$ cat src/hdl/swdt_consts.vh
/*
 * Constants of the staged watchdog: register byte offsets, field
 * positions, reset values, write key and expiry action codes.
 * Assumes byte addresses on an 8-bit register port with 32-bit data.
 */
`ifndef SWDT_CONSTS_VH
`define SWDT_CONSTS_VH

// ****************************************
// main-system watchdog register offsets
// ****************************************
`define SWDT_MAIN_CFG 8'h48
`define SWDT_MAIN_PRESCALE 8'h4C
`define SWDT_MAIN_TMO0 8'h50
`define SWDT_MAIN_TMO3 8'h5C
`define SWDT_MAIN_FEED 8'h60
`define SWDT_MAIN_WKEY 8'h64

// ****************************************
// rtc-domain watchdog and status offsets
// ****************************************
`define SWDT_RTC_CFG 8'h80
`define SWDT_RTC_TMO0 8'h84
`define SWDT_RTC_TMO3 8'h90
`define SWDT_RTC_FEED 8'h94
`define SWDT_RTC_WKEY 8'h98
`define SWDT_STATUS 8'h9C
`define SWDT_MAIN_COUNT 8'hA0
`define SWDT_RTC_COUNT 8'hA4

// ****************************************
// fields, key and reset values
// ****************************************
`define SWDT_CFG_EN 31
`define SWDT_CFG_BOOT 12
`define SWDT_ST_MAIN_IRQ 4
`define SWDT_ST_RTC_IRQ 5
`define SWDT_KEY 32'h50D8_3AA1
`define SWDT_KEY_RST 32'h0000_0000
`define SWDT_MAIN_CFG_BOOT_RST 32'h8000_1003
`define SWDT_RTC_CFG_RST 32'h8000_1004
`define SWDT_CFG_IDLE_RST 32'h0000_0000
`define SWDT_TMO_RST 32'h0001_0000
`define SWDT_PRESCALE_RST 16'h0001

// ****************************************
// expiry action codes, 3 bits per stage
// ****************************************
`define SWDT_ACT_OFF 3'h0
`define SWDT_ACT_IRQ 3'h1
`define SWDT_ACT_CPU 3'h2
`define SWDT_ACT_MAIN 3'h3
`define SWDT_ACT_ALL 3'h4

`endif

$ cat src/hdl/swdt_prescale.v
/*
 * Clock-enable divider for the main-system watchdog: one tick every
 * div_value cycles of clk (a value of 0 acts as 1).
 * Assumes rst_n is already synchronised to clk.
 */
`timescale 1ns/1ns
module swdt_prescale #(
   parameter PW = 16
) (
   // clock and reset
   input wire clk,
   input wire rst_n,
   // control
   input wire run,
   input wire [PW-1:0] div_value,
   // divided enable
   output reg tick
);

reg [PW-1:0] cnt;

always @(posedge clk or negedge rst_n)
begin
   if (!rst_n)
   begin
      cnt <= {PW{1'b0}};
      tick <= 1'b0;
   end
   else if (!run)
   begin
      // restart from zero so the first tick is a full period away
      cnt <= {PW{1'b0}};
      tick <= 1'b0;
   end
   else if (cnt + {{(PW-1){1'b0}}, 1'b1} >= div_value)
   begin
      cnt <= {PW{1'b0}};
      tick <= 1'b1;
   end
   else
   begin
      cnt <= cnt + {{(PW-1){1'b0}}, 1'b1};
      tick <= 1'b0;
   end
end

endmodule

$ cat src/hdl/swdt_core.v
/*
 * Four-stage expiry engine shared by both watchdog variants: counter,
 * stage pointer and one-cycle expiry pulse with the stage's action.
 * Assumes tick is a one-cycle enable on clk and rst_n is synchronised.
 */
`timescale 1ns/1ns
module swdt_core #(
   parameter CW = 32
) (
   // clock and reset
   input wire clk,
   input wire rst_n,
   // control
   input wire tick,
   input wire enable,
   input wire feed,
   input wire restore,
   // stage timeouts and actions
   input wire [CW-1:0] tmo0,
   input wire [CW-1:0] tmo1,
   input wire [CW-1:0] tmo2,
   input wire [CW-1:0] tmo3,
   input wire [11:0] act_cfg,
   // state
   output reg [1:0] stage,
   output reg [CW-1:0] count,
   output reg expire,
   output reg [2:0] expire_act
);

reg [CW-1:0] tmo_sel;
wire [CW:0] count_inc;

assign count_inc = {1'b0, count} + {{CW{1'b0}}, 1'b1};

always @*
begin
   case (stage)
      2'd0: tmo_sel = tmo0;
      2'd1: tmo_sel = tmo1;
      2'd2: tmo_sel = tmo2;
      default: tmo_sel = tmo3;
   endcase
end

always @(posedge clk or negedge rst_n)
begin
   if (!rst_n)
   begin
      stage <= 2'd0;
      count <= {CW{1'b0}};
      expire <= 1'b0;
      expire_act <= 3'd0;
   end
   else
   begin
      expire <= 1'b0;
      if (restore || feed)
      begin
         stage <= 2'd0;
         count <= {CW{1'b0}};
      end
      else if (enable && tick)
      begin
         if (count_inc >= {1'b0, tmo_sel})
         begin
            expire <= 1'b1;
            expire_act <= act_cfg[3*stage +: 3];
            count <= {CW{1'b0}};
            stage <= stage + 2'd1;
         end
         else
         begin
            count <= count_inc[CW-1:0];
         end
      end
   end
end

endmodule

$ cat src/hdl/swdt_top.v
/*
 * Staged watchdog block: a main-system watchdog counting prescaled clk
 * ticks and an rtc-domain watchdog counting slow-clock edges, with
 * key-guarded registers on a plain strobe port and reset requests out.
 * Assumes the slow clock pin is far slower than clk and that the system
 * reset logic turns the request pulses into resets.
 */
//
// Summary of operation
// - each watchdog has a 32-bit counter incrementing per source tick.
// - main watchdog ticks from clk through a programmable 16-bit divider.
// - rtc watchdog counts slow clock edges directly, no divider.
// - counting and expiry actions happen only while enabled.
// - on timeout: fire stage action, clear counter, advance stage.
// - four stages 0 to 3, wrapping from 3 to 0.
// - any write to the feed register while the key unlocks returns to stage 0, counter 0.
// - each stage has its own timeout register.
// - rtc stage 0 timeout is its value shifted by fuse select plus one.
// - per-stage action chosen in one config register, including off.
// - main-system reset resets main watchdog, leaves rtc domain alone.
// - only rtc watchdog offers the main plus rtc reset action.
// - writes except to the key register ignored unless key unlocks.
// - main watchdog of group zero enabled at boot, stage 0 resets.
// - rtc watchdog enabled at boot, stage 0 resets main plus rtc.
// - main timeouts are counted in prescaled watchdog ticks.
`timescale 1ns/1ns
`include "swdt_consts.vh"
module swdt_top #(
   parameter TIMER_GROUP_ZERO = 1,
   parameter SEL_W = 2
) (
   // clock and reset
   input wire clk,
   input wire rst_n,
   // register port
   input wire [7:0] addr,
   input wire [31:0] wdata,
   input wire wr_en,
   input wire rd_en,
   output reg [31:0] rdata,
   // slow clock and fuse inputs
   input wire rtc_slow_clk_pin,
   input wire [SEL_W-1:0] fused_stage0_shift_sel,
   // interrupt flags
   output reg main_wdog_irq,
   output reg rtc_wdog_irq,
   // reset requests
   output reg cpu_reset_req,
   output reg main_sys_reset_req,
   output reg full_sys_reset_req
);

// ****************************************
// reset synchroniser
// ****************************************
reg rst_meta_n;
reg rst_sync_n;

always @(posedge clk or negedge rst_n)
begin
   if (!rst_n)
   begin
      rst_meta_n <= 1'b0;
      rst_sync_n <= 1'b0;
   end
   else
   begin
      rst_meta_n <= 1'b1;
      rst_sync_n <= rst_meta_n;
   end
end

// ****************************************
// pin synchronisers
// ****************************************
reg slow_meta;
reg slow_sync;
reg slow_last;
reg [SEL_W-1:0] sel_meta;
reg [SEL_W-1:0] sel_sync;

always @(posedge clk or negedge rst_sync_n)
begin
   if (!rst_sync_n)
   begin
      slow_meta <= 1'b0;
      slow_sync <= 1'b0;
      slow_last <= 1'b0;
      sel_meta <= {SEL_W{1'b0}};
      sel_sync <= {SEL_W{1'b0}};
   end
   else
   begin
      slow_meta <= rtc_slow_clk_pin;
      slow_sync <= slow_meta;
      slow_last <= slow_sync;
      sel_meta <= fused_stage0_shift_sel;
      sel_sync <= sel_meta;
   end
end

// one enable per rising slow clock edge
wire slow_tick = slow_sync & ~slow_last;

// ****************************************
// helper functions
// ****************************************
// maps a code to the action actually taken by a watchdog variant
function [2:0] act_eff;
   input [2:0] code;
   input is_rtc;
   begin
      if (code == `SWDT_ACT_ALL && !is_rtc)
         act_eff = `SWDT_ACT_OFF;
      else if (code > `SWDT_ACT_ALL)
         act_eff = `SWDT_ACT_OFF;
      else
         act_eff = code;
   end
endfunction

// while the boot guard holds, stage 0 is forced to its boot action
function [11:0] act_cfg;
   input [31:0] cfg;
   input [2:0] boot_act;
   begin
      act_cfg = cfg[11:0];
      if (cfg[`SWDT_CFG_BOOT])
         act_cfg[2:0] = boot_act;
   end
endfunction

// ****************************************
// registers
// ****************************************
localparam [31:0] MAIN_CFG_RST = (TIMER_GROUP_ZERO != 0) ?
   `SWDT_MAIN_CFG_BOOT_RST : `SWDT_CFG_IDLE_RST;

reg [31:0] main_wdog_action_config;
reg [15:0] main_wdog_prescale_value;
reg [31:0] main_tmo [0:3];
reg [31:0] main_wdog_write_key;
reg [31:0] rtc_wdog_action_config;
reg [31:0] rtc_tmo [0:3];
reg [31:0] rtc_wdog_write_key;
reg main_restore;
integer i;
integer j;
wire main_open = (main_wdog_write_key == `SWDT_KEY);
wire rtc_open = (rtc_wdog_write_key == `SWDT_KEY);
wire main_wr = wr_en && main_open;
wire rtc_wr = wr_en && rtc_open;
wire main_tmo_hit = (addr >= `SWDT_MAIN_TMO0) &&
   (addr <= `SWDT_MAIN_TMO3) && (addr[1:0] == 2'd0);
wire rtc_tmo_hit = (addr >= `SWDT_RTC_TMO0) &&
   (addr <= `SWDT_RTC_TMO3) && (addr[1:0] == 2'd0);
// main slots start on a 16-byte boundary, so bits 3:2 are the stage
wire [1:0] main_idx = addr[3:2];
wire [1:0] rtc_idx = addr[3:2] - 2'd1;
wire main_feed_req = main_wr && addr == `SWDT_MAIN_FEED;
wire rtc_feed_req = rtc_wr && addr == `SWDT_RTC_FEED;
// boot guard keeps the watchdog running until software releases it
wire main_wdog_enable = main_wdog_action_config[`SWDT_CFG_EN] |
   main_wdog_action_config[`SWDT_CFG_BOOT];
wire rtc_wdog_enable = rtc_wdog_action_config[`SWDT_CFG_EN] |
   rtc_wdog_action_config[`SWDT_CFG_BOOT];

// main-side registers; a main-system reset request restores them
always @(posedge clk or negedge rst_sync_n)
begin
   if (!rst_sync_n)
   begin
      main_wdog_action_config <= MAIN_CFG_RST;
      main_wdog_prescale_value <= `SWDT_PRESCALE_RST;
      main_wdog_write_key <= `SWDT_KEY_RST;
      for (i = 0; i < 4; i = i + 1)
         main_tmo[i] <= `SWDT_TMO_RST;
   end
   else if (main_restore)
   begin
      main_wdog_action_config <= MAIN_CFG_RST;
      main_wdog_prescale_value <= `SWDT_PRESCALE_RST;
      main_wdog_write_key <= `SWDT_KEY_RST;
      for (i = 0; i < 4; i = i + 1)
         main_tmo[i] <= `SWDT_TMO_RST;
   end
   else if (wr_en && addr == `SWDT_MAIN_WKEY)
      main_wdog_write_key <= wdata;
   else if (main_wr && addr == `SWDT_MAIN_CFG)
      main_wdog_action_config <= wdata;
   else if (main_wr && addr == `SWDT_MAIN_PRESCALE)
      main_wdog_prescale_value <= wdata[15:0];
   else if (main_wr && main_tmo_hit)
      main_tmo[main_idx] <= wdata;
end

// rtc-side registers are untouched by a main-system reset
always @(posedge clk or negedge rst_sync_n)
begin
   if (!rst_sync_n)
   begin
      rtc_wdog_action_config <= `SWDT_RTC_CFG_RST;
      rtc_wdog_write_key <= `SWDT_KEY_RST;
      for (j = 0; j < 4; j = j + 1)
         rtc_tmo[j] <= `SWDT_TMO_RST;
   end
   else if (wr_en && addr == `SWDT_RTC_WKEY)
      rtc_wdog_write_key <= wdata;
   else if (rtc_wr && addr == `SWDT_RTC_CFG)
      rtc_wdog_action_config <= wdata;
   else if (rtc_wr && rtc_tmo_hit)
      rtc_tmo[rtc_idx] <= wdata;
end

// ****************************************
// watchdog engines
// ****************************************
wire main_tick;
wire [1:0] main_stage;
wire [31:0] main_count;
wire main_expire;
wire [2:0] main_raw_act;
wire [1:0] rtc_stage;
wire [31:0] rtc_count;
wire rtc_expire;
wire [2:0] rtc_raw_act;

// effective rtc stage 0 hold: programmed value << (fuse select + 1)
wire [31:0] rtc_stage0_timeout = rtc_tmo[0] <<
   ({1'b0, sel_sync} + {{SEL_W{1'b0}}, 1'b1});

swdt_prescale #(
   .PW(16)
) u_main_div (
   .clk(clk),
   .rst_n(rst_sync_n),
   .run(main_wdog_enable & ~main_restore),
   .div_value(main_wdog_prescale_value),
   .tick(main_tick)
);

swdt_core #(
   .CW(32)
) u_main_core (
   .clk(clk),
   .rst_n(rst_sync_n),
   .tick(main_tick),
   .enable(main_wdog_enable),
   .feed(main_feed_req),
   .restore(main_restore),
   .tmo0(main_tmo[0]),
   .tmo1(main_tmo[1]),
   .tmo2(main_tmo[2]),
   .tmo3(main_tmo[3]),
   .act_cfg(act_cfg(main_wdog_action_config, `SWDT_ACT_MAIN)),
   .stage(main_stage),
   .count(main_count),
   .expire(main_expire),
   .expire_act(main_raw_act)
);

swdt_core #(
   .CW(32)
) u_rtc_core (
   .clk(clk),
   .rst_n(rst_sync_n),
   .tick(slow_tick),
   .enable(rtc_wdog_enable),
   .feed(rtc_feed_req),
   .restore(1'b0),
   .tmo0(rtc_stage0_timeout),
   .tmo1(rtc_tmo[1]),
   .tmo2(rtc_tmo[2]),
   .tmo3(rtc_tmo[3]),
   .act_cfg(act_cfg(rtc_wdog_action_config, `SWDT_ACT_ALL)),
   .stage(rtc_stage),
   .count(rtc_count),
   .expire(rtc_expire),
   .expire_act(rtc_raw_act)
);

wire [2:0] main_act = main_expire ? act_eff(main_raw_act, 1'b0) :
   `SWDT_ACT_OFF;
wire [2:0] rtc_act = rtc_expire ? act_eff(rtc_raw_act, 1'b1) :
   `SWDT_ACT_OFF;

// ****************************************
// expiry actions
// ****************************************
wire clr_main_irq = main_wr && addr == `SWDT_STATUS &&
   wdata[`SWDT_ST_MAIN_IRQ];
wire clr_rtc_irq = rtc_wr && addr == `SWDT_STATUS &&
   wdata[`SWDT_ST_RTC_IRQ];

always @(posedge clk or negedge rst_sync_n)
begin
   if (!rst_sync_n)
   begin
      main_wdog_irq <= 1'b0;
      rtc_wdog_irq <= 1'b0;
      cpu_reset_req <= 1'b0;
      main_sys_reset_req <= 1'b0;
      full_sys_reset_req <= 1'b0;
      main_restore <= 1'b0;
   end
   else
   begin
      // a new expiry wins over a clear in the same cycle
      if (main_act == `SWDT_ACT_IRQ)
         main_wdog_irq <= 1'b1;
      else if (clr_main_irq)
         main_wdog_irq <= 1'b0;
      if (rtc_act == `SWDT_ACT_IRQ)
         rtc_wdog_irq <= 1'b1;
      else if (clr_rtc_irq)
         rtc_wdog_irq <= 1'b0;
      cpu_reset_req <= (main_act == `SWDT_ACT_CPU) ||
         (rtc_act == `SWDT_ACT_CPU);
      main_sys_reset_req <= (main_act == `SWDT_ACT_MAIN) ||
         (rtc_act == `SWDT_ACT_MAIN);
      full_sys_reset_req <= (rtc_act == `SWDT_ACT_ALL);
      // main watchdog re-arms itself on any main-system reset it sees
      main_restore <= (main_act == `SWDT_ACT_MAIN) ||
         (rtc_act == `SWDT_ACT_MAIN) ||
         (rtc_act == `SWDT_ACT_ALL);
   end
end

// ****************************************
// register read
// ****************************************
always @(posedge clk or negedge rst_sync_n)
begin
   if (!rst_sync_n)
      rdata <= 32'h0000_0000;
   else if (!rd_en)
      rdata <= 32'h0000_0000;
   else if (addr == `SWDT_MAIN_CFG)
      rdata <= main_wdog_action_config;
   else if (addr == `SWDT_MAIN_PRESCALE)
      rdata <= {16'h0000, main_wdog_prescale_value};
   else if (main_tmo_hit)
      rdata <= main_tmo[main_idx];
   else if (addr == `SWDT_MAIN_WKEY)
      rdata <= main_wdog_write_key;
   else if (addr == `SWDT_RTC_CFG)
      rdata <= rtc_wdog_action_config;
   else if (rtc_tmo_hit)
      rdata <= rtc_tmo[rtc_idx];
   else if (addr == `SWDT_RTC_WKEY)
      rdata <= rtc_wdog_write_key;
   else if (addr == `SWDT_STATUS)
      rdata <= {26'h000_0000, rtc_wdog_irq, main_wdog_irq,
         rtc_stage, main_stage};
   else if (addr == `SWDT_MAIN_COUNT)
      rdata <= main_count;
   else if (addr == `SWDT_RTC_COUNT)
      rdata <= rtc_count;
   else
      rdata <= 32'h0000_0000;  // feed registers and holes read zero
end

endmodule

$ cat config.mk
export PLATFORM = sky130hd
export DESIGN_NAME = swdt_top
export DESIGN_NICKNAME = d
export VERILOG_FILES = /design/src/hdl/swdt_prescale.v /design/src/hdl/swdt_core.v /design/src/hdl/swdt_top.v
export VERILOG_INCLUDE_DIRS = /design/src /design/src/hdl
export SDC_FILE = /design/constraint.sdc
export NUM_CORES = 1
export LEC_CHECK = 0
export ABC_CLOCK_PERIOD_IN_PS = 17800
export BUFFER_PORTS_ARGS = -buffer_cell sky130_fd_sc_hd__buf_2
export CAP_MARGIN = 40
export CORE_MARGIN = 2
export CORE_UTILIZATION = 50
export CTS_CLUSTER_SIZE = 14
export DETAILED_ROUTE_END_ITERATION = 12
export PLACE_DENSITY_LB_ADDON = 0.05
export RECOVER_POWER = 25
export SLEW_MARGIN = 20
export SYNTH_ARGS = -nofsm -noshare
export SYNTH_HDL_FRONTEND = slang
export SYNTH_HIERARCHICAL = 1
export SYNTH_SLANG_ARGS = --single-unit
$ cat constraint.sdc
create_clock -name clk -period 17.8 [get_ports clk]
set_input_delay 1.78 -clock clk [delete_from_list [all_inputs] [get_ports clk]]
set_output_delay 1.78 -clock clk [all_outputs]
set_load 0.01 [all_outputs]
* After elaboration in Yosys (flattened, before gate mapping) *
Cells that the tools add are included.

cells by class
  mux-type cells = 72
  order comparisons = 13
  equality and inequality tests = 27
  reductions and logical operators = 49
  shift-type cells = 3
  bitwise logic cells = 12
  add/sub/neg operators = 7
  multiply operators = 2

operators with widths
  operator                                                                              count
  32-bit 2-to-1 mux                                                                     28
  128-bit 2-to-1 mux                                                                    5
  128-bit bitwise mux                                                                   2
  32-bit case mux with 3 select lines                                                   2
  32-bit binary-select mux with 2-bit select                                            2
  32-bit demux with 2-bit select                                                        2
  16-bit 2-to-1 mux                                                                     6
  32-bit by 1-bit adder with 33-bit output (second input constant)                      2
  33-bit by 32-bit greater-or-equal comparator with 1-bit output                        2
  32-bit by 31-bit equality test with 1-bit output (second input constant)              2
  8-bit equality test (second input constant)                                           6
  8-bit by 7-bit equality test with 1-bit output (second input constant)                4
  32-bit by 3-bit left shift with 32-bit output                                         1
  12-bit by 5-bit variable part select with 3-bit output                                2
  1-bit logical AND                                                                     23
  3-bit 2-to-1 mux                                                                      7
  2-bit nonzero test                                                                    10
  16-bit by 1-bit adder with 16-bit output (second input constant)                      1
  16-bit greater-or-equal comparator                                                    1
  3-bit by 2-bit equality test with 1-bit output (second input constant)                4
  1-bit 2-to-1 mux                                                                      12
  2-bit 2-to-1 mux                                                                      6
  3-bit AND reduction                                                                   4
  8-bit by 7-bit greater-or-equal comparator with 1-bit output (second input constant)  1
  other kinds (23)                                                                      50

word-level totals
  output and inout bits = 37
  logic and storage cells = 222
  register bits after elaboration = 540

* Logic depth before layout (Yosys ltp) *
  word-level depth = 12
  gate-level depth with buffers = 19
  mapped depth without buffers = 16

* By module *
Netlist, hierarchy kept.

modules (own cells, without submodules)
  module                    times used  sequential area each (um^2)  area an instance (um^2)  cells an instance
  swdt_top                  1           11205.7                      22484.1                  1994
  swdt_core at u_rtc_core   1           950.9                        3988.8                   489
  swdt_core at u_main_core  1           950.9                        3791.1                   457
  swdt_prescale             1           425.4                        1305.0                   132

* Worst setup path after synthesis *
No wires, ideal clock.

  path type = input to register
  from = in addr[3]
  to = reg u_main_core.count[0]
  library setup time = 65 ps
  stages = 14
  data arrival time = 5005 ps
  slack = 12730 ps
  path buffers = 8
  cell sequence = clkbuf_1 clkbuf_1 buf_2 inv_1 ha_1 buf_2 clkbuf_1 clkbuf_1 and4_1 or2_2 clkbuf_1 a21oi_1 clkbuf_1 mux2_2

on the way
  cells in the longest elaborated chain, start to end = 4

RTL lines
  item                                                            RTL line        source
  from (decl)                                                     swdt_top.v:36   input wire [7:0] addr,
  8-bit by 7-bit equality test with 1-bit output (no line) *      n/a
  1-bit logical AND (no line) *                                   n/a
  via main_feed_req                                               swdt_top.v:160  wire main_feed_req = main_wr && addr == `SWDT_MAIN_FEED;
  1-bit logical OR *                                              swdt_core.v:58  if (restore || feed)
  32-bit 2-to-1 mux / 2-bit nonzero test (equally long branches)  n/a
  to (signal assigned)                                            swdt_core.v:61  count <= {CW{1'b0}};
  to (signal assigned)                                            swdt_core.v:69  count <= {CW{1'b0}};
  to (signal assigned)                                            swdt_core.v:74  count <= count_inc[CW-1:0];
  to (decl)                                                       swdt_core.v:26  output reg [CW-1:0] count,

The timed path passes the listed nets; every way through them passes the cells marked *.
A chain may end at the register's enable or synchronous reset.

==> flow_metrics.py <==
metrics = {
    "status": {
        "status": "finished, violations left",
        "violations": "capacitance limit, slew limit",
    },
    "layout": {
        "drive_above_1_share_pct": 20.8,
        "syn_to_final_growth_pct": 10.8,
        "utilization_pct": 55.7,
        "fin_nets": 3193,
        "fillers": 5507,
        "multi_input_area_um2": 16800,
        "seqCellArea_um2": 13500,
    },
    "timing": {
        "holdWs_ps": 69.3,
        "min_period_over_period_pct": 52.4,
        "rsz0062_at_grt": "false",
        "max_slew_margin_pct": -438,
        "fin_skew_ps": 15.6,
        "tightest_slew_ps": 8070,
        "report.final.hold_viol_count": 0,
        "fin_crit_ps": 9330,
        "clock.fmax_mhz": 107,
        "finalMaxSlewViolations": 260,
        "setup_violations": 0,
        "setup_tns_ps": 0,
        "setup_ws_ps": 8470,
    },
    "floorplanning": {
        "die_y_um": 255,
        "placementRows": 92,
        "die-area_um2": 65200,
        "io_pins": 84,
        "fp.dieW_um": 255,
        "core-area_um2": 62700,
        "start_util_pct": 50.3,
    },
    "drt": {
        "drtPass1Iterations": 8,
        "drc": 0,
        "ant_nets": 0,
        "routed_via_density": 6.75,
        "drt-initial-drc-count": 3762,
        "wl_per_cell_um": 30.1,
        "num_vias": 26600,
        "finalWirelength_mm": 119,
    },
    "logic_synthesis": {
        "synth_compound_area_share_pct": 16.0,
        "synthSimpleGateAreaFrac_pct": 15.6,
        "yosys.area_share.adder_pct": 3.84,
        "synthMuxAreaShare_pct": 15.4,
        "synthXorXnorAreaFrac_pct": 1.97,
        "synth_top_area_cell": "dfrtp_1",
        "synth_area_um2": 31600,
        "netlist_top_cells_area": "dfrtp_1 (42%), mux2_2 (7.0%), nand2_1 (6.4%)",
        "yosysSeqAreaShare_pct": 42.9,
        "netlist_instances": 3072,
        "synth.avg_cell_area_um2": 10.3,
        "synth_top_family_by_area": "compound AO/OA/AOI/OAI gates",
        "synth_edf_count": 0,
        "synth.yosys.warnings": 6,
        "yosysMostFrequentCell": "nand2_1",
        "ys_async_sr_fraction_pct": 100,
        "ys_ff_latch": 540,
        "synth-main-ff-cell": "dfrtp_1",
        "synth_top_area_share_pct": 41.5,
        "synth_commonest_cells": "nand2_1 (536), dfrtp_1 (524), a21oi_1 (235)",
        "ys_types": 101,
    },
    "worst_setup_path": {
        "reg2reg_to": "main_restore",
        "slowest_delay_ps": 5460,
        "criticalPathCategory": "reg2async",
        "cp_cell_sequence": "clkbuf_1",
        "critical_path_arrival_ps": 6860,
        "worstPathRequired_ps": 15330,
        "slowest_stage": "clkbuf_1",
        "end_kind": "async pin",
        "crit_fanout": 147,
        "ff2ff_path_depth": 1,
        "cp_top_family": "buffers and inverters",
        "crit_start": "rst_sync_n",
        "reg2reg_from": "rst_sync_n",
        "path_buf_inv": 1,
        "r2r_slack_ps": 8470,
        "worstSetupStartpointType": "flop",
    },
    "power": {
        "power_density_nw_per_um2": 79.8,
        "vdd_drop_max_mv": 0.0724,
        "total_power_mw": 2.79,
        "p_leak_nw": 15.5,
    },
    "place": {
        "dpl_worst_slack_ps": 12120,
        "hpwl_mm": 84.2,
        "gp_congestion": 0.986,
        "portBuffers": 83,
    },
    "clock_tree": {
        "root_buffer": "clkbuf_16",
        "clock_path_buffers": 3,
        "clk_latency_ps": 630,
        "cts_tree": "yes",
        "cts_buffers": 60,
        "path_clk_slew_ps": 60,
        "cts_hold_buffers": 0,
        "post_cts_buffers": 0,
        "post_cts_resize_count": 0,
        "cts_max_level": 2,
        "cts.sinks": 540,
    },
    "grt": {
        "grt_pass1_wl_mm": 174,
        "grt_pass1_vias": 25300,
        "globalRouteTotalUtil_pct": 36.5,
        "grt_max_degree": 148,
        "antenna_found_initial": 7,
        "grt-ovfl-total": 0,
    },
    "job": {
        "maxCapViolations": 3,
    },
    "min_path": {
        "hp-class": "reg2async",
    },
}
-- registers in the layout, indices dropped and copies added (netlist names), 2 cells and up --
name                      flops
u_main_core/expire_act        3
main_wdog_prescale_value     16
u_rtc_core/stage              2
u_rtc_core/expire_act         3
rdata                        32
main_wdog_action_config      32
rtc_wdog_action_config       32
u_main_core/count            32
sel_sync                      2
rtc_wdog_write_key           32
u_main_core/stage             2
u_rtc_core/count             32
main_tmo                    128
rtc_tmo                     128
main_wdog_write_key          32
sel_meta                      2
u_main_div/cnt               16
-- layer usage --
layer	up-vias	global-route usage, %	wire, um
met3	249	6.95	12300
met4	4	16.0	5720
li1	11400	-	-
met5	-	0	45
met2	1562	52.6	51000
met1	13400	53.5	49600
-- power breakdown --
part	switching, mW	internal [mW]	total, mW	leakage [nW]
logic	0.140	0.0590	0.199	7.00
registers	0.0220	1.24	1.26	7.42
clock network	0.539	0.792	1.33	1.03
-- how the worst max path moves through the flow --
stage                                     endpoint  cells after the start  slack [ps]
after floorplan                      cpu_reset_req                      0        1660
after global placement                 rtc_tmo[37]                     10       11240
after detailed placement               rtc_tmo[46]                     11       12120
after CTS                 u_rtc_core/expire_act[2]                     16       12150
after global routing                  main_restore                      1        6470
final                                 main_restore                      1        8470
-- logic make-up after synthesis --
family | count (synthesis)
adders and majority gates | 97
muxes | 349
other | 2
DFF | 540
and+or+nand+nor | 984
buffers and inverters | 294
xor gates and xnor gates | 71
AOI/OAI and AO/OA | 735
-- stage by stage --
step	area, um^2	cells
after floorplan	31600	3073
after global routing	35000	3946
final	35000	3949
after CTS	34900	3931
after detailed placement	32800	3820
after global placement	32300	3793
-- layout make-up --
type                    instances  share of cell area [%]
repair buffers                166                    3.88
clock inverters                27                    1.01
multi-input cells            2239                    47.9
diodes                          5                  0.0358
flip-flops and latches        540                    38.7
clock buffers                  84                    4.96
well taps                     846                    3.03
inverters                      42                   0.451
-- placed cells by master, fill, tap and decap left out, drive strengths merged, types with 12 or more instances in the layout --
master	instances
and2	15
a21oi	237
o21ai	131
a222oi	65
nand2	536
ha	97
nand4	49
buf	156
o2bb2ai	15
clkbuf	93
dfstp	16
a21o	12
mux4	87
nor3	39
clkinv	18
or3	14
inv	40
a211o	25
nor2b	17
and4	29
and3	13
xor2	24
a22oi	55
o22ai	19
mux2i	35
nor3b	18
nand3	51
xnor2	47
mux2	227
nor2	96
a22o	59
or2	13
nor4	28
dfrtp	524
Power figures use the tool's default switching activity.
